===== src/tap_consts.vh =====
// constants shared by the boundary scan test port logic
`ifndef TAP_CONSTS_VH
`define TAP_CONSTS_VH

// -----------------------------
// instruction register
// -----------------------------
`define IR_WIDTH 3
`define INS_EXTEST 3'h0
`define INS_IDCODE 3'h1
`define INS_SAMPLE_Z 3'h2
`define INS_SAMPLE 3'h4
`define INS_BYPASS 3'h7
// fixed pattern loaded in capture-IR, low two bits 01 as usual
`define IR_CAPTURE_VAL 3'h1

// -----------------------------
// data registers
// -----------------------------
`define ID_WIDTH 32
`define BSR_LEN 110
`define CELL_OUT_CTRL 109
`define CELL_LOW_A 48
`define CELL_LOW_B 64
`define Q_CELLS 36
`define CQ_CELLS 2

// -----------------------------
// observation buffer
// -----------------------------
`define OBS_DEPTH 16
`define OBS_WIDTH 1

`endif


===== src/tap_logic.v =====
// boundary scan test access port with observation buffer
`timescale 1ns/1ps
`include "tap_consts.vh"

// -----------------------------
// word buffer with valid/ready on both sides
// -----------------------------
module obs_fifo #(
	parameter WIDTH = `OBS_WIDTH,
	parameter DEPTH = `OBS_DEPTH,
	parameter AW = 4
) (
	// clock and reset
	input wire ref_clk,
	input wire nrst,
	// filling side
	input wire in_valid,
	output wire in_ready,
	input wire [WIDTH-1:0] in_data,
	// draining side
	output wire out_valid,
	input wire out_ready,
	output wire [WIDTH-1:0] out_data
);
	reg [WIDTH-1:0] mem [0:DEPTH-1];
	reg [AW:0] wr_q;
	reg [AW:0] rd_q;
	wire [AW:0] fill;

	// extra pointer bit tells full from empty
	assign fill = wr_q - rd_q;
	assign in_ready = (fill != DEPTH[AW:0]);
	assign out_valid = (fill != {(AW+1){1'b0}});
	assign out_data = mem[rd_q[AW-1:0]];

	// storage array has no reset, only pointers do
	always @(posedge ref_clk)
	begin
		if (in_valid && in_ready)
			mem[wr_q[AW-1:0]] <= in_data;
	end

	// pointer advance
	always @(posedge ref_clk or negedge nrst)
	begin
		if (!nrst)
		begin
			wr_q <= {(AW+1){1'b0}};
			rd_q <= {(AW+1){1'b0}};
		end
		else
		begin
			if (in_valid && in_ready)
				wr_q <= wr_q + 1'b1;
			if (out_valid && out_ready)
				rd_q <= rd_q + 1'b1;
		end
	end
endmodule // obs_fifo

// Functional notes
// - decode 3-bit instruction: 000 extest, 001 id, 010 tristate sample, 100 sample, 111 bypass
// - id instruction captures fixed identity value and shifts the id register
// - id instruction selected at reset and in test-logic-reset
// - bypass places one-bit register between serial input and output in shift-DR
// - extest drives output cells onto pads, captures input pins into input cells
// - extest taking effect in update-IR turns echo drivers on, and data drivers only if cell 109 is high, with preloaded data
// - sample capture-DR loads present input and data output pin values
// - sample then shift-DR shifts the boundary register
// - tristating sample floats read data outputs and shifts the boundary register
// - extest: cell 109 low floats data, echo clocks show update data
// - id, sample, bypass give normal memory output; tristating sample floats both
// - output-control cell updates only in update-DR under extest or sample
// - extest and tristating sample capture actual pad levels of outputs
// - sample: echo cells internal, data cells internal on read else pad
// - cells 48 and 64 always capture low
module tap_logic #(
	parameter [`ID_WIDTH-1:0] ID_VALUE = 32'h0000_0001, // arbitrary identity value
	parameter Q_W = `Q_CELLS,
	parameter IN_W = `BSR_LEN - 1 - `Q_CELLS - `CQ_CELLS
) (
	// clock and reset
	input wire ref_clk,
	input wire nrst,
	// test port pins
	input wire tck,
	input wire tms,
	input wire tdi,
	output reg tdo_q,
	output reg tdo_oe_q,
	// memory input pins as seen by the boundary cells
	input wire [IN_W-1:0] mem_in,
	// memory core outputs
	input wire [Q_W-1:0] sram_q,
	input wire sram_q_oe,
	input wire echo_clock_int,
	input wire echo_clock_int_inverted,
	// pad levels read back
	input wire [Q_W-1:0] q_pad_in,
	input wire echo_clock_pad,
	input wire echo_clock_pad_inverted,
	// pad drivers
	output reg [Q_W-1:0] q_out_q,
	output reg q_oe_q,
	output reg echo_clock_out_q,
	output reg echo_clock_out_inverted_q,
	output reg echo_oe_q,
	// instruction seen outside
	output reg instruction_bit_high_q,
	output reg instruction_bit_low_q,
	// observation stream of bits shifted into data registers
	output reg obs_valid_q,
	output reg obs_data_q,
	input wire obs_ready,
	output reg obs_room_q
);
	localparam BL = `BSR_LEN;
	localparam CQ_LO = IN_W + Q_W;
	// controller states
	localparam ST_RESET = 4'h0;
	localparam ST_IDLE = 4'h1;
	localparam ST_SEL_DR = 4'h2;
	localparam ST_CAP_DR = 4'h3;
	localparam ST_SH_DR = 4'h4;
	localparam ST_EX1_DR = 4'h5;
	localparam ST_PA_DR = 4'h6;
	localparam ST_EX2_DR = 4'h7;
	localparam ST_UP_DR = 4'h8;
	localparam ST_SEL_IR = 4'h9;
	localparam ST_CAP_IR = 4'ha;
	localparam ST_SH_IR = 4'hb;
	localparam ST_EX1_IR = 4'hc;
	localparam ST_PA_IR = 4'hd;
	localparam ST_EX2_IR = 4'he;
	localparam ST_UP_IR = 4'hf;

	reg tck_s1_q, tck_s2_q, tck_s3_q;
	reg tms_s1_q, tms_s2_q;
	reg tdi_s1_q, tdi_s2_q;
	reg [3:0] st_q;
	reg [3:0] st_d;
	reg [`IR_WIDTH-1:0] ir_sh_q;
	reg [`IR_WIDTH-1:0] ir_q;
	reg [`ID_WIDTH-1:0] id_q;
	reg byp_q;
	reg [BL-1:0] bsr_q;
	reg [BL-1:0] upd_q;
	reg [BL-1:0] cap_d;
	reg tdo_d;
	wire rise;
	wire fall;
	wire f_valid;
	wire f_ready;
	wire f_data;
	wire f_in_ready;

	// boundary register path selected for this instruction
	function uses_bsr;
		input [`IR_WIDTH-1:0] ins;
		begin
			uses_bsr = (ins == `INS_EXTEST) || (ins == `INS_SAMPLE) ||
				(ins == `INS_SAMPLE_Z);
		end
	endfunction

	// -----------------------------
	// pin synchronisers and edge finding
	// -----------------------------
	// the test clock is foreign to ref_clk, so every pin takes two flops first
	always @(posedge ref_clk or negedge nrst)
	begin
		if (!nrst)
		begin
			tck_s1_q <= 1'b0;
			tck_s2_q <= 1'b0;
			tck_s3_q <= 1'b0;
			tms_s1_q <= 1'b1;
			tms_s2_q <= 1'b1;
			tdi_s1_q <= 1'b1;
			tdi_s2_q <= 1'b1;
		end
		else
		begin
			tck_s1_q <= tck;
			tck_s2_q <= tck_s1_q;
			tck_s3_q <= tck_s2_q;
			tms_s1_q <= tms;
			tms_s2_q <= tms_s1_q;
			tdi_s1_q <= tdi;
			tdi_s2_q <= tdi_s1_q;
		end
	end
	assign rise = tck_s2_q && !tck_s3_q;
	assign fall = !tck_s2_q && tck_s3_q;

	// -----------------------------
	// controller
	// -----------------------------
	// next state from mode input
	always @*
	begin
		case (st_q)
			ST_RESET: st_d = tms_s2_q ? ST_RESET : ST_IDLE;
			ST_IDLE: st_d = tms_s2_q ? ST_SEL_DR : ST_IDLE;
			ST_SEL_DR: st_d = tms_s2_q ? ST_SEL_IR : ST_CAP_DR;
			ST_CAP_DR: st_d = tms_s2_q ? ST_EX1_DR : ST_SH_DR;
			ST_SH_DR: st_d = tms_s2_q ? ST_EX1_DR : ST_SH_DR;
			ST_EX1_DR: st_d = tms_s2_q ? ST_UP_DR : ST_PA_DR;
			ST_PA_DR: st_d = tms_s2_q ? ST_EX2_DR : ST_PA_DR;
			ST_EX2_DR: st_d = tms_s2_q ? ST_UP_DR : ST_SH_DR;
			ST_UP_DR: st_d = tms_s2_q ? ST_SEL_DR : ST_IDLE;
			ST_SEL_IR: st_d = tms_s2_q ? ST_RESET : ST_CAP_IR;
			ST_CAP_IR: st_d = tms_s2_q ? ST_EX1_IR : ST_SH_IR;
			ST_SH_IR: st_d = tms_s2_q ? ST_EX1_IR : ST_SH_IR;
			ST_EX1_IR: st_d = tms_s2_q ? ST_UP_IR : ST_PA_IR;
			ST_PA_IR: st_d = tms_s2_q ? ST_EX2_IR : ST_PA_IR;
			ST_EX2_IR: st_d = tms_s2_q ? ST_UP_IR : ST_SH_IR;
			ST_UP_IR: st_d = tms_s2_q ? ST_SEL_DR : ST_IDLE;
			default: st_d = ST_RESET;
		endcase
	end

	// -----------------------------
	// capture sources of the boundary cells
	// -----------------------------
	always @*
	begin
		cap_d = bsr_q;
		// input pins are sampled as they stand
		cap_d[IN_W-1:0] = mem_in;
		if (ir_q == `INS_SAMPLE)
		begin
			// on a read the core drives the pads; when idle only the pad tells
			cap_d[IN_W +: Q_W] = sram_q_oe ? sram_q : q_pad_in;
			cap_d[CQ_LO] = echo_clock_int;
			cap_d[CQ_LO+1] = echo_clock_int_inverted;
		end
		else
		begin
			// extest and tristating sample read the real pads; others undefined
			cap_d[IN_W +: Q_W] = q_pad_in;
			cap_d[CQ_LO] = echo_clock_pad;
			cap_d[CQ_LO+1] = echo_clock_pad_inverted;
		end
		cap_d[`CELL_OUT_CTRL] = upd_q[`CELL_OUT_CTRL];
		cap_d[`CELL_LOW_A] = 1'b0;
		cap_d[`CELL_LOW_B] = 1'b0;
	end

	// serial output value for the current shift path
	always @*
	begin
		tdo_d = 1'b0;
		if (st_q == ST_SH_IR)
			tdo_d = ir_sh_q[0];
		else if (st_q == ST_SH_DR)
		begin
			if (ir_q == `INS_IDCODE)
				tdo_d = id_q[0];
			else if (uses_bsr(ir_q))
				tdo_d = bsr_q[0];
			else
				tdo_d = byp_q;
		end
	end

	// -----------------------------
	// test clock rising edge work
	// -----------------------------
	// reserved codes fall to the bypass path, the safe short chain
	always @(posedge ref_clk or negedge nrst)
	begin
		if (!nrst)
		begin
			st_q <= ST_RESET;
			ir_q <= `INS_IDCODE;
			ir_sh_q <= `IR_CAPTURE_VAL;
			id_q <= {`ID_WIDTH{1'b0}};
			byp_q <= 1'b0;
			bsr_q <= {BL{1'b0}};
			upd_q <= {BL{1'b0}};
		end
		else if (rise)
		begin
			st_q <= st_d;
			case (st_q)
				ST_RESET: ir_q <= `INS_IDCODE;
				ST_CAP_IR: ir_sh_q <= `IR_CAPTURE_VAL;
				ST_SH_IR: ir_sh_q <= {tdi_s2_q, ir_sh_q[`IR_WIDTH-1:1]};
				ST_UP_IR: ir_q <= ir_sh_q;
				ST_CAP_DR:
				begin
					if (ir_q == `INS_IDCODE)
						id_q <= ID_VALUE;
					else if (uses_bsr(ir_q))
						bsr_q <= cap_d;
					else
						byp_q <= 1'b0;
				end
				ST_SH_DR:
				begin
					if (ir_q == `INS_IDCODE)
						id_q <= {tdi_s2_q, id_q[`ID_WIDTH-1:1]};
					else if (uses_bsr(ir_q))
						bsr_q <= {tdi_s2_q, bsr_q[BL-1:1]};
					else
						byp_q <= tdi_s2_q;
				end
				ST_UP_DR:
				begin
					// preload lands here under sample, so extest finds it ready
					if ((ir_q == `INS_EXTEST) || (ir_q == `INS_SAMPLE))
						upd_q <= bsr_q;
				end
				default: ;
			endcase
		end
	end

	// -----------------------------
	// serial output on test clock falling edge
	// -----------------------------
	always @(posedge ref_clk or negedge nrst)
	begin
		if (!nrst)
		begin
			tdo_q <= 1'b0;
			tdo_oe_q <= 1'b0;
		end
		else if (fall)
		begin
			tdo_q <= tdo_d;
			tdo_oe_q <= (st_q == ST_SH_IR) || (st_q == ST_SH_DR);
		end
	end

	// -----------------------------
	// pad drivers
	// -----------------------------
	// registered, so pads lag the instruction by one ref_clk cycle
	always @(posedge ref_clk or negedge nrst)
	begin
		if (!nrst)
		begin
			q_out_q <= {Q_W{1'b0}};
			q_oe_q <= 1'b0;
			echo_clock_out_q <= 1'b0;
			echo_clock_out_inverted_q <= 1'b0;
			echo_oe_q <= 1'b0;
			instruction_bit_high_q <= 1'b0;
			instruction_bit_low_q <= 1'b1;
		end
		else
		begin
			instruction_bit_high_q <= ir_q[`IR_WIDTH-1];
			instruction_bit_low_q <= ir_q[0];
			case (ir_q)
				`INS_EXTEST:
				begin
					q_out_q <= upd_q[IN_W +: Q_W];
					q_oe_q <= upd_q[`CELL_OUT_CTRL];
					echo_clock_out_q <= upd_q[CQ_LO];
					echo_clock_out_inverted_q <= upd_q[CQ_LO+1];
					echo_oe_q <= 1'b1;
				end
				`INS_SAMPLE_Z:
				begin
					q_out_q <= sram_q;
					q_oe_q <= 1'b0;
					echo_clock_out_q <= echo_clock_int;
					echo_clock_out_inverted_q <= echo_clock_int_inverted;
					echo_oe_q <= 1'b0;
				end
				default:
				begin
					q_out_q <= sram_q;
					q_oe_q <= sram_q_oe;
					echo_clock_out_q <= echo_clock_int;
					echo_clock_out_inverted_q <= echo_clock_int_inverted;
					echo_oe_q <= 1'b1;
				end
			endcase
		end
	end

	// -----------------------------
	// observation stream
	// -----------------------------
	// a full buffer drops bits; obs_room_q low warns the observer of that
	obs_fifo #(
		.WIDTH(`OBS_WIDTH),
		.DEPTH(`OBS_DEPTH),
		.AW(4)
	) u_obs (
		.ref_clk(ref_clk),
		.nrst(nrst),
		.in_valid(rise && (st_q == ST_SH_DR)),
		.in_ready(f_in_ready),
		.in_data(tdi_s2_q),
		.out_valid(f_valid),
		.out_ready(f_ready),
		.out_data(f_data)
	);
	assign f_ready = !obs_valid_q || obs_ready;

	// output stage keeps the stream ports on flops
	always @(posedge ref_clk or negedge nrst)
	begin
		if (!nrst)
		begin
			obs_valid_q <= 1'b0;
			obs_data_q <= 1'b0;
			obs_room_q <= 1'b0;
		end
		else
		begin
			obs_room_q <= f_in_ready;
			if (f_ready)
			begin
				obs_valid_q <= f_valid;
				obs_data_q <= f_data;
			end
		end
	end
endmodule // tap_logic


===== config.mk =====
export PLATFORM = sky130hd
export DESIGN_NAME = tap_logic
export DESIGN_NICKNAME = d
export VERILOG_FILES = /design/src/tap_logic.v
export VERILOG_INCLUDE_DIRS = /design/src
export SDC_FILE = /design/constraint.sdc
export NUM_CORES = 1
export LEC_CHECK = 0
export BUFFER_PORTS_ARGS = -buffer_cell sky130_fd_sc_hd__buf_2
export CAP_MARGIN = 20
export CORE_AREA = 4 4 156 158
export CTS_BUF_LIST = sky130_fd_sc_hd__clkbuf_8
export DETAILED_ROUTE_END_ITERATION = 6
export DIE_AREA = 0 0 160 162
export PLACE_DENSITY = 0.87
export SLEW_MARGIN = 15
export SYNTH_ARGS = -nofsm -noshare
export SYNTH_HDL_FRONTEND = slang
export SYNTH_HIERARCHICAL = 1
export SYNTH_SLANG_ARGS = --single-unit

===== constraint.sdc =====
create_clock -name ref_clk -period 6.5 [get_ports ref_clk]
set_input_delay 0.65 -clock ref_clk [delete_from_list [all_inputs] [get_ports ref_clk]]
set_output_delay 0.65 -clock ref_clk [all_outputs]
set_load 0.1 [all_outputs]

**Word-level counts from Yosys, hierarchy flattened**

Memories as Yosys holds them, arrays and structs flattened. A register that Yosys moved wholly into a read port is not among the register bits.
Cells that the tools add are included.

- Add/sub/neg operators: 3
- Equality and inequality tests: 27
- Muxes and demuxes: 41
- Reductions and logical operators: 28

Operators with widths:

| operator | number |
|---|---|
| 110-bit 2-to-1 mux | 4 |
| 110-bit one-hot mux with 2 select lines | 1 |
| 36-bit 2-to-1 mux | 2 |
| 32-bit 2-to-1 mux | 2 |
| 32-bit one-hot mux with 2 select lines | 1 |
| 4-bit one-hot mux with 12 select lines | 1 |
| 38-bit 2-to-1 mux | 1 |
| 4-bit == test, second input constant | 8 |
| 4-bit by 3-bit == test with 1-bit output, second input constant | 4 |
| 1-bit 2-to-1 mux | 16 |
| 4-bit 2-to-1 mux | 4 |
| 2-bit != test, second input constant | 8 |
| 3-bit one-hot mux with 2 select lines | 2 |
| 6-bit AND reduction | 2 |
| 5-bit by 1-bit adder with 5-bit output, second input constant | 2 |
| 4-bit by 2-bit == test with 1-bit output, second input constant | 2 |
| 2-bit 2-to-1 mux | 3 |
| 3-bit 2-to-1 mux | 2 |
| 2-bit nonzero test | 3 |
| 1-bit logical AND | 5 |
| 5-bit != test, second input constant | 1 |
| 5-bit nonzero test | 1 |
| 5-bit subtractor | 1 |
| 4-bit by 1-bit == test with 1-bit output, second input constant | 1 |
| other kinds (13) | 22 |

- Register bits after elaboration: 326
- Bits in writable memories: 16
- Input bits: 154
- Output and inout bits: 47
- Word-level logic and storage cells: 127
- Memories kept: 1

Memories:

| name | depth | width | read ports | clocked after Yosys merged registers in | write ports | RTL line | source |
|---|---|---|---|---|---|---|---|
| u_obs.mem | 16 | 1 | 1 | 1 | 1 | tap_logic.v:25 | `reg [WIDTH-1:0] mem [0:DEPTH-1];` |

**Longest topological paths before layout**

Gate-level depths: netlist of run 1.

- Depth after elaboration: 7
- Gate-level depth with buffers: 9

**Cells and area by module**

The synthesis of run 1 kept the hierarchy.

By module, submodules not included:

| module | times used | cells an instance | area each (µm²) |
|---|---|---|---|
| tap_logic | 1 | 1000 | 11039.3 |
| obs_fifo | 1 | 111 | 1401.3 |

**Worst setup path after synthesis of run 1**

Ideal clock, no wire load.

- Path type: flip-flop to flip-flop
- Start point: register u_obs.rd_q[2]
- End point: register u_obs.wr_q[4]
- Arrival time: 2.001 ns
- Required time: 6.375 ns
- Setup slack: 4.374 ns
- Stages on the path, launching flop included: 9
- Clock period less this slack: 2.126 ns
- Cells stage by stage: dfrtp_1 > inv_1 > ha_1 > xnor2_1 > nand3_1 > o41a_1 > buf_6 > and4_4 > xor2_1

- Cells in the longest elaborated chain, start to end: 3

RTL lines:

| item | RTL line | source |
|---|---|---|
| from (decl) | tap_logic.v:27 | `reg [AW:0] rd_q;` |
| from (signal assigned) | tap_logic.v:49 | `rd_q <= {(AW+1){1'b0}};` |
| from (signal assigned) | tap_logic.v:56 | `rd_q <= rd_q + 1'b1;` |
| 5-bit subtractor | tap_logic.v:31 | `assign fill = wr_q - rd_q;` |
| 5-bit != test | tap_logic.v:32 | `assign in_ready = (fill != DEPTH[AW:0]);` |
| 1-bit logical AND | tap_logic.v:53 | `if (in_valid && in_ready)` |
| to (signal assigned) | tap_logic.v:48 | `wr_q <= {(AW+1){1'b0}};` |
| to (signal assigned) | tap_logic.v:54 | `wr_q <= wr_q + 1'b1;` |
| to (decl) | tap_logic.v:26 | `reg [AW:0] wr_q;` |

Every way passes these cells.
A chain may end at the register's enable or synchronous reset.

**Final worst setup path of run 1**

- Start point: register u_obs.rd_q[2]
- End point: memory u_obs/mem[0] (netlist bit) (enable)

- Cells in the longest elaborated chain, start to end: 5

RTL lines:

| item | RTL line | source |
|---|---|---|
| 5-bit subtractor | tap_logic.v:31 |  |
| 5-bit != test | tap_logic.v:32 |  |
| 1-bit logical AND | tap_logic.v:39 | `if (in_valid && in_ready)` |
| 1-bit 2-to-1 mux | tap_logic.v:39 |  |
| 1-bit 2-to-1 mux (implied by the code) | tap_logic.v:40 | `mem[wr_q[AW-1:0]] <= in_data;` |
| to (decl) | tap_logic.v:25 |  |

Every way passes these cells.

==> flow_metrics.tcl, run 1 <==
set metrics [dict create \
    outcome "completed" \
    cts_tree "done" \
    most-common-layout-cells "249 x dfrtp_1, 197 x buf_2, 195 x nand2_1" \
    crit_fanout 9 \
    nets 1449 \
    cpLargestDelayFamily "compound AO/OA/AOI/OAI gates" \
    grt_pass1_vias 8934 \
    drive_gt1_share_pct 28.55 \
    initial_core_util_pct 53.80 \
    hold_class "input pin to async pin" \
    antenna_found_initial 4 \
    cts_root_buf "clkbuf_8" \
    wirelength_mm 26.14 \
    ctsHoldBuffers 0 \
    firstDrtPassIters 5 \
    cts_htree_levels 2 \
    synth_nets 1274 \
    clock_sinks 272 \
    post_cts_buffers 0 \
    final_common_cell "dfrtp_1" \
    port_buffers 198 \
    drc 0 \
    grt_usage_pct 19.85 \
    grt_max_degree 221 \
    ys_warn_count 6 \
    synth_area_per_cell_um2 11.20 \
    ios 201 \
    dpl_cell_area_mm2 0.01340 \
    routabilityCongestion 0.8279 \
    clockBufferDepth 3 \
    grtUsageMet2_pct 33.12 \
    tns_ps 0 \
    crit_arrival_ps 2840 \
    use_met3_pct 4.796 \
    ir_drop_mv 0.2957 \
    post-dp-hpwl_mm 16.65 \
    setup_viol 0 \
    dieArea_mm2 0.02592 \
    ys_ff_latch 272 \
    vias 8865 \
    max_stage_delay_ps 470 \
    finalPower_w 0.006198 \
    slew_headroom_pct 40.20 \
    fin_crit_sh_pct 39.95 \
    path_buf_inv 1 \
    placeableCoreArea_mm2 0.02312 \
    met1_usage_pct 25.28 \
    dieHeight_um 162 \
    clkLatencyLatePin_ps 570 \
    finalHoldViolations 0 \
    ys.flop_type "dfrtp_1" \
    grt_pass1_wl_mm 43.10 \
    rsz0062_at_grt "no" \
    p_per_area_mw_per_mm2 433.3 \
    clock.fmax_ghz 0.3851 \
    drt-initial-drc-count 499 \
    mappedNetlistArea_mm2 0.01244 \
    cts-resized-gates 0 \
    ys_seq_area_share_pct 55.43 \
    antenna_left 0 \
    clk_pin_slew_worst_paths_ps 60 \
    ys_async_sr_fraction_pct 94.12 \
    std_cell_rows 56 \
    nFillCells 1791 \
    fin_area_mm2 0.01431 \
    path_cells "inv_1, ha_1, o22ai_2, xnor2_1, o41a_1, nand2_1, nor3_1" \
    cap_viol_max_count 0 \
    synth.distinct_cells 66 \
    cts_inserted_buffers 45 \
    maxSlewViolCount 0 \
    critPathLaunchType "register" \
    leakage_nw 6.594 \
    wire_per_inst_um 16.24 \
    fin_worst_skew_ps 29.33 \
    grt.busiest_layer "met2" \
    worst_setup_path_end_kind "register" \
    area_growth_syn_to_layout_pct 14.99 \
    die_x_um 160 \
    crit_type "register to register" \
    worstMarginPinSlew_ps 896.9 \
    layout_min_cycle_time_ps 2597 \
    cp_slowest_cell "dfrtp_1" \
    viasPerCell 5.506 \
    grt.overflow.total 0 \
    syn_inst 1111 \
    crit_required_ps 6740 \
    synth_edf_count 16 \
]
## synth_stat cells, drive strengths merged, types with 2 or more instances
cell type	n	area share (%)
or2	2	0.10
nand4	5	0.30
dfstp	7	1.5
o2111ai	2	0.19
ha	9	0.91
o22ai	3	0.20
nand2	195	5.9
xnor2	9	0.63
o31ai	38	2.3
mux2	79	7.5
and2	2	0.10
nor2	66	2.0
clkbuf	19	0.59
inv	10	0.30
mux4	5	0.91
o21ai	115	4.6
a22o	3	0.21
a211oi	37	2.2
edfxtp	16	3.9
nor3b	2	0.25
mux2i	70	5.6
a21boi	3	0.18
dfrtp	249	50
nor3	9	0.36
nand3	3	0.12
nand2b	8	0.40
o41ai	2	0.29
xor2	3	0.21
nor2b	40	2.1
a21oi	12	0.48
o211ai	3	0.22
a31oi	7	0.35
buf	61	3.8
## area by class of cell
type	count	area, um^2	share of cell area (%)
Timing Repair Buffer	208	1121	7.837
Tap cell	290	362.8	2.537
Clock inverter	22	100.1	0.6997
Antenna cell	3	7.507	0.05248
Inverter	10	37.54	0.2624
Multi-Input combinational cell	749	5010	35.02
Sequential cell	272	6895	48.20
Clock buffer	56	770.7	5.388
## cell families after synthesis
kind of cell	after synthesis	synth area share (%)
AND/OR/NAND/NOR	342	12.33
flip-flops	272	55.43
AO/OA/AOI/OAI	232	11.81
multiplexers	154	13.99
buffers and inverters	90	4.697
adder cells (fa/ha/maj)	9	0.9052
XOR/XNOR	12	0.8449
## state kept, by name, indices dropped and copies added, names as in the netlist, 3 cells and up
register,cells
st_q,4
ir_sh_q,3
bsr_q,110
u_obs/mem,16
u_obs/wr_q,5
u_obs/rd_q,5
id_q,32
q_out_q,36
upd_q,39
ir_q,3
## metrics by stage
stage / hold WS, ps / utilization (%) / setup WS [ps] / cells
global placement: 337.9 / 57.95 / 4038 / 1528
detailed placement: 335.8 / 57.95 / 3890 / 1528
CTS: 156.5 / 61.72 / 3905 / 1606
finish: 184.3 / 61.87 / 3903 / 1610
floorplan: 331.2 / - / 4374 / 1111
global route: 163.7 / 61.87 / 3684 / 1610
## final timing paths
path | start | end | slack (ps) | cells past startpoint
max in group asynchronous | nrst | bsr_q[13] | 5000 | 2
min in group ref_clk | tdi | tdi_s1_q | 190 | 1
worst max-delay path | u_obs/rd_q[2] | u_obs/mem[0] | 3900 | 7
worst min register to register | tms_s1_q | tms_s2_q | 360 | 0
worst max register to register | u_obs/rd_q[2] | u_obs/mem[0] | 3900 | 7
worst min-delay path | nrst | q_out_q[25] | 180 | 1
## power breakdown
part	total [W]	internal, W	switching, W	leakage, nW
Combinational	0.00214	0.000733	0.00141	2.96
Sequential	0.00261	0.00222	0.000392	3.14
Clock	0.00144	0.000776	0.000666	0.499
Total	0.00620	0.00373	0.00247	6.59
## layer usage
layer / vias to the layer above / wire length (um)
li1: 4235 / -
met1: 4341 / 10830
met2: 229 / 13070
met3: 58 / 1525
met4: 2 / 707
met5: - / 15
## worst register-to-register path, cell delays in order, from the launching register on
cell and delay [ps]:
dfrtp_1 470, inv_1 130, ha_1 390, o22ai_2 110, xnor2_1 370, o41a_1 400, nand2_1 190, nor3_1 230
(Power assumes the default switching activity.)
==> inputs of run 2 (changes only) <==
--- a/config.mk
+++ b/config.mk
@@ -6,13 +6,14 @@
 export SDC_FILE = /design/constraint.sdc
 export NUM_CORES = 1
 export LEC_CHECK = 0
+export ABC_AREA = 1
 export BUFFER_PORTS_ARGS = -buffer_cell sky130_fd_sc_hd__buf_2
 export CAP_MARGIN = 20
-export CORE_AREA = 4 4 156 158
+export CORE_AREA = 4 4 161 163
 export CTS_BUF_LIST = sky130_fd_sc_hd__clkbuf_8
 export DETAILED_ROUTE_END_ITERATION = 6
-export DIE_AREA = 0 0 160 162
-export PLACE_DENSITY = 0.87
+export DIE_AREA = 0 0 165 167
+export PLACE_DENSITY = 0.88
 export SLEW_MARGIN = 15
 export SYNTH_ARGS = -nofsm -noshare
 export SYNTH_HDL_FRONTEND = slang
==> constraint.sdc (replaced) <==
create_clock -name ref_clk -period 2.3 [get_ports ref_clk]
set_input_delay 0.23 -clock ref_clk [delete_from_list [all_inputs] [get_ports ref_clk]]
set_output_delay 0.23 -clock ref_clk [all_outputs]
set_load 0.1 [all_outputs]
==> run 2 against run 1 <==
Wire length rose by 27%. Largest power group unchanged. Synthesized area rose by 3.6%. Core utilization rose by 4.3 points. Highest routed layer is now met4. Synthesized cell count rose by 53%. Critical endpoint unchanged. Count of clock-buffer cells in the layout rose by 5.
==> flow_metrics.tcl, run 2 <==
set metrics [dict create \
    wirelength_mm 33.23 \
    synth_top_family_by_area "simple AND/OR/NAND/NOR gates" \
    synth_nets 1866 \
    clock_sinks 272 \
    top_regs "bsr_q x110, upd_q x39, q_out_q x36" \
    wire_per_inst_um 14.22 \
    ys_seq_area_share_pct 53.51 \
    synth_xor_area_share_pct 0.4078 \
    reg2reg_from "u_obs/rd_q[3]" \
    met3_wirelength_mm 2.558 \
    clock.fmax_ghz 0.4705 \
    clkLatencyLatePin_ps 540 \
    rsz0062_at_grt "no" \
    ios 201 \
    cts_tree "done" \
    synth_area_leaders "dfrtp_1 48%, nand2_1 24%, inv_1 5.3%" \
    firstDrtPassIters 5 \
    synth_fa_ha_area_share_pct 0.8739 \
    grt_pass1_wl_mm 55.49 \
    outcome "completed" \
    crit_arrival_ps 2370 \
    ys_ff_latch 272 \
    critPathLaunchType "register" \
    std_cell_rows 57 \
    final_common_cell "nand2_1" \
    fin_worst_skew_ps 22.19 \
    top_layer_used "met4" \
    grt.overflow.total 0 \
    setup_viol 0 \
    synth_commonest_cells "819 x nand2_1, 249 x dfrtp_1, 183 x inv_1" \
    die_x_um 165 \
    slew_headroom_pct 64.10 \
    most-common-layout-cells "817 x nand2_1, 249 x dfrtp_1, 197 x buf_2" \
    wl_met1_mm 13.39 \
    worstMarginPinSlew_ps 542.3 \
    synth_area_leader_cell "dfrtp_1" \
    fin_crit_sh_pct 92.42 \
    antenna_found_initial 0 \
    crit_type "register to register" \
    hold_depth 5 \
    routabilityCongestion 0.9316 \
    ys.flop_type "dfrtp_1" \
    largest_register "bsr_q" \
    port_buffers 198 \
    viasPerCell 5.095 \
    placeableCoreArea_mm2 0.02432 \
    maxSlewViolCount 0 \
    synth_compound_area_share_pct 6.224 \
    post-dp-hpwl_mm 19.33 \
    antenna_left 0 \
    initial_core_util_pct 52.99 \
    seqPwrFrac_pct 41.6 \
    grt_usage_pct 24.15 \
    synth_edf_count 16 \
    timing.rr.end "u_obs/mem[0]" \
    nets 2142 \
    met2WireLength_mm 15.98 \
    cts_root_buf "clkbuf_8" \
    internal_power_w 0.008416 \
    largest_register_ffs 110 \
    fin_util_pct 66.20 \
    leakage_nw 8.773 \
    dieHeight_um 167 \
    drc 0 \
    area_growth_syn_to_layout_pct 24.93 \
    synth_top_cell_area_share_pct 48.35 \
    p_per_area_mw_per_mm2 770.6 \
    reg2reg_depth 9 \
    finalHoldViolations 0 \
    clockBufferDepth 3 \
    drt-initial-drc-count 1134 \
    switching_share_pct 32.16 \
    hold_start "mem_in[18]" \
    min_to "bsr_q[18]" \
    dieArea_mm2 0.02756 \
    grt_pass1_vias 11770 \
    worst_setup_path_end_kind "register" \
    synth.most_common_cell "nand2_1" \
    mappedNetlistArea_mm2 0.01289 \
    post_cts_buffers 0 \
    num_antenna_cells 0 \
    ys_async_sr_fraction_pct 94.12 \
    synth_area_per_cell_um2 7.567 \
    ys_warn_count 6 \
    p_comb_share_pct 23.6 \
    crit_fanout 15 \
    cap_viol_max_count 0 \
    ff2ff_setup_slack_ps 170 \
    grt_max_degree 115 \
    synth.distinct_cells 31 \
    drive_gt1_share_pct 16.45 \
    cts_htree_levels 2 \
    muxShareOfSynthArea_pct 0.2622 \
    layout_min_cycle_time_ps 2126 \
    cts_inserted_buffers 44 \
    vias 11900 \
    switchingPower_w 0.003990 \
    syn_inst 1703 \
    tns_ps 0 \
    yosys.area_share.simple_pct 30.53 \
    hold_class "input pin to register" \
    crit_required_ps 2540 \
    p_clk_share_pct 34.9 \
    clk_pin_slew_worst_paths_ps 60 \
    ir_drop_mv 0.5606 \
]
run 2: changes by cell type after synthesis, moves of 14 or more:
| cell | change |
|---|---|
| nand2_1 | +624 |
| inv_1 | +173 |
| nand3_1 | +73 |
| mux2i_1 | -70 |
| mux2_2 | -65 |
| o21ai_1 | -58 |
| nor2b_1 | -39 |
| o31ai_1 | -38 |
| a211oi_1 | -37 |
| a21oi_1 | +33 |
| o22ai_1 | +32 |
| clkbuf_1 | +24 |
| buf_6 | -23 |
| nor2_1 | +14 |
run 2: worst max-delay path by stage:
stage	from	to	slack, ps	cells past startpoint
after floorplan	u_obs/rd_q[2]	u_obs/mem[10]	270	11
after global placement	st_q[2]	bsr_q[109]	260	10
after detailed placement	u_obs/rd_q[3]	u_obs/mem[9]	200	9
after CTS	u_obs/rd_q[3]	u_obs/mem[9]	180	9
after global routing	st_q[1]	u_obs/mem[3]	20	9
final	u_obs/rd_q[3]	u_obs/mem[0]	170	9
run 2: logic make-up after synthesis:
family | Yosys count
adders and majority gates | 9
DFF | 272
buffers and inverters | 266
and+or+nand+nor | 998
muxes | 3
xor gates and xnor gates | 6
AOI/OAI and AO/OA | 149
run 2: critical path: stages, from the launching register on:
cell     delay [ps]
dfrtp_1         430
inv_1           110
ha_1            340
a21oi_1         270
nand2_1         110
nand2_1          80
nand2_2          60
nand2_4         120
nand2_4         160
nor2_1          150
run 2: through the flow:
step	worst slack, ps	instances	area [um^2]	total power [W]	hold slack, ps
2_1_floorplan	273.1	1703	12890	0.007218	-65.59
3_3_place_gp	256.2	2171	14290	0.007890	198.1
3_5_place_dp	196.1	2171	14290	0.007972	202.7
4_1_cts	183.7	2336	16090	0.01245	0.006273
5_1_grt	17.93	2336	16100	0.01309	19.30
6_report	174.4	2336	16100	0.01241	19.72
run 2: layout make-up:
class / instances / area, um^2
fill: 1859 / 8220
sequential: 272 / 6895
multi-input combinational: 1165 / 4962
timing repair buffer: 309 / 2187
clock buffer: 61 / 839.6
inverter: 187 / 703.2
tap: 324 / 405.4
clock inverter: 18 / 106.4
run 2: repair_timing:
action	in CTS	in global routing
hold buffers	86	0
resized for setup	0	1
endpoints found under the setup margin	0	2
endpoints found under the hold margin	142	0
run 2: routing by layer:
layer	global-route usage [%]	vias to the layer above
met1	30.75	5430
met3	4.745	134
met4	9.946	0
met2	40.27	586
met5	0	-
li1	-	5751
run 2: power by group through the flow:
stage,registers (W),clock network (W),logic [W]
4_1_cts,0.00515,0.00443,0.00287
6_report,0.00516,0.00433,0.00292
3_3_place_gp,0.00522,0,0.00267
5_1_grt,0.00517,0.00467,0.00326
2_1_floorplan,0.00567,0,0.00154
3_5_place_dp,0.00523,0,0.00274
==> inputs of run 3 (changes only) <==
==> constraint.sdc (replaced) <==
create_clock -name ref_clk -period 2.3 [get_ports ref_clk]
set_input_delay 0.46 -clock ref_clk [delete_from_list [all_inputs] [get_ports ref_clk]]
set_output_delay 0.46 -clock ref_clk [all_outputs]
set_load 0.1 [all_outputs]
==> run 3 against run 2 <==
Critical path depth did not move. Highest routed layer unchanged. Worst setup slack improved by 22 ps. Critical path type unchanged. Non-clock buffer count fell by 77. First-iteration DRC count fell by 24%. Cell count fell by 3.2%. Clock power barely moved. Global-route usage fell by 2.4 points.
==> flow_metrics.tcl, run 3 (synthesized netlist as in run 2, its figures left out) <==
set metrics [dict create \
    dpl_cell_area_mm2 0.01435 \
    max_stage_delay_ps 420 \
    reg2reg_depth 9 \
    post-dp-hpwl_mm 19.96 \
    dieArea_mm2 0.02756 \
    viasPerCell 5.023 \
    antenna_found_initial 2 \
    cts_inserted_buffers 46 \
    crit_fanout 15 \
    grt_pass1_vias 10900 \
    rsz0062_at_grt "no" \
    worst_setup_path_end_kind "register" \
    cts_htree_levels 2 \
    drc 0 \
    firstDrtPassIters 5 \
    cap_viol_max_count 0 \
    fin_area_mm2 0.01533 \
    clk_pin_slew_worst_paths_ps 60 \
    p_per_area_mw_per_mm2 799.9 \
    clkLatencyLatePin_ps 540 \
    wirelength_mm 29.98 \
    ff2ff_setup_slack_ps 200 \
    crit_type "register to register" \
    nFillCells 1993 \
    cp_slowest_cell "dfrtp_1" \
    ir_drop_mv 0.5726 \
    largest_register_ffs 110 \
    crit_arrival_ps 2340 \
    area_growth_syn_to_layout_pct 18.96 \
    outcome "completed" \
    die_x_um 165 \
    leakage_nw 8.457 \
    dieHeight_um 167 \
    final_common_cell "nand2_1" \
    critPathLaunchType "register" \
    clockBufferDepth 3 \
    std_cell_rows 57 \
    clock_sinks 272 \
    slew_headroom_pct 62.94 \
    grt_max_degree 85 \
    antenna_left 0 \
    cts_tree "done" \
    largest_register "bsr_q" \
    cp.depth 9 \
    hold_depth 1 \
    drive_gt1_share_pct 17.47 \
    cpLargestDelayFamily "simple AND/OR/NAND/NOR gates" \
    hold_class "input pin to register" \
    top_regs "bsr_q x110, upd_q x39, q_out_q x36" \
    routabilityCongestion 0.8945 \
    grt_usage_pct 21.70 \
    whs_ps 44.16 \
    cts_root_buf "clkbuf_8" \
    path_cells "inv_1, ha_1, a21oi_1, nand2_1, nand2_1, nand2_2, nand2_4, nand2_4, nor2_1" \
    maxSlewViolCount 0 \
    drt-initial-drc-count 864 \
    clock.fmax_ghz 0.4754 \
    worstMarginPinSlew_ps 559.8 \
    crit_required_ps 2540 \
    post_cts_buffers 0 \
    path_buf_inv 1 \
    fin_crit_sh_pct 91.46 \
    tns_ps 0 \
    layout_min_cycle_time_ps 2104 \
    most-common-layout-cells "817 x nand2_1, 248 x dfrtp_1, 197 x buf_2" \
    placeableCoreArea_mm2 0.02432 \
    nets 2067 \
    initial_core_util_pct 52.99 \
    finalHoldViolations 0 \
    port_buffers 198 \
    setup_viol 0 \
    fin_worst_skew_ps 11.43 \
    grt.overflow.total 0 \
    vias 11360 \
    grt_pass1_wl_mm 50.40 \
    wire_per_inst_um 13.26 \
    ios 201 \
]
run 3: cell count changes in the layout (fill, tap and decap cells not counted), moves of 2 or more:
cell	change
buf_4	+5
dlygate4sd3_1	-83
clkinv_2	-2
clkbuf_8	+3
diode_2	+2
run 3: path summary, 6_finish.rpt:
kind,start,endpoint
max in group asynchronous,nrst,bsr_q[31]
max reg2reg,u_obs/rd_q[3],u_obs/mem[0]
min,tck,tck_s1_q
max,u_obs/rd_q[3],u_obs/mem[0]
min reg2reg,tck_s1_q,tck_s2_q
min in group asynchronous,nrst,bsr_q[51]
run 3: through the flow:
step	power, W	setup slack [ps]	util (%)	instances
after floorplan	0.007218	273.1	-	1703
after global placement	0.007916	264.6	58.99	2177
after detailed placement	0.007985	218.5	58.99	2177
after CTS	0.01238	199.9	63.01	2259
after global routing	0.01296	10.13	63.03	2261
final	0.01226	196.3	63.03	2261
run 3: per-layer routing:
metal / track usage (%) / vias up / wire length (um)
met5: 0 / - / 0
li1: - / 5602 / -
met2: 35.01 / 437 / 14250
met3: 4.078 / 72 / 2193
met4: 6.655 / 0 / 821
met1: 29.89 / 5247 / 12720
run 3: report_power, final:
group | internal, W | total (W) | switching [W]
logic | 0.000847 | 0.00278 | 0.00193
registers | 0.00502 | 0.00515 | 0.000125
clock network | 0.00245 | 0.00434 | 0.00188
total | 0.00832 | 0.0123 | 0.00394
run 3: repair_timing:
item	in CTS	in global routing
hold buffers	3	0
setup endpoints to repair	0	3
hold endpoints to repair	58	0
resized for setup	0	1
run 3: area by class of cell:
cell class / instances / area [um^2] / share of cell area, %
Antenna cell: 2 / 5.005 / 0.03265
Timing Repair Buffer: 232 / 1414 / 9.223
Sequential cell: 272 / 6897 / 44.99
Multi-Input combinational cell: 1165 / 4957 / 32.34
Tap cell: 324 / 405.4 / 2.644
Clock inverter: 15 / 67.56 / 0.4407
Inverter: 187 / 703.2 / 4.587
Clock buffer: 64 / 880.8 / 5.746
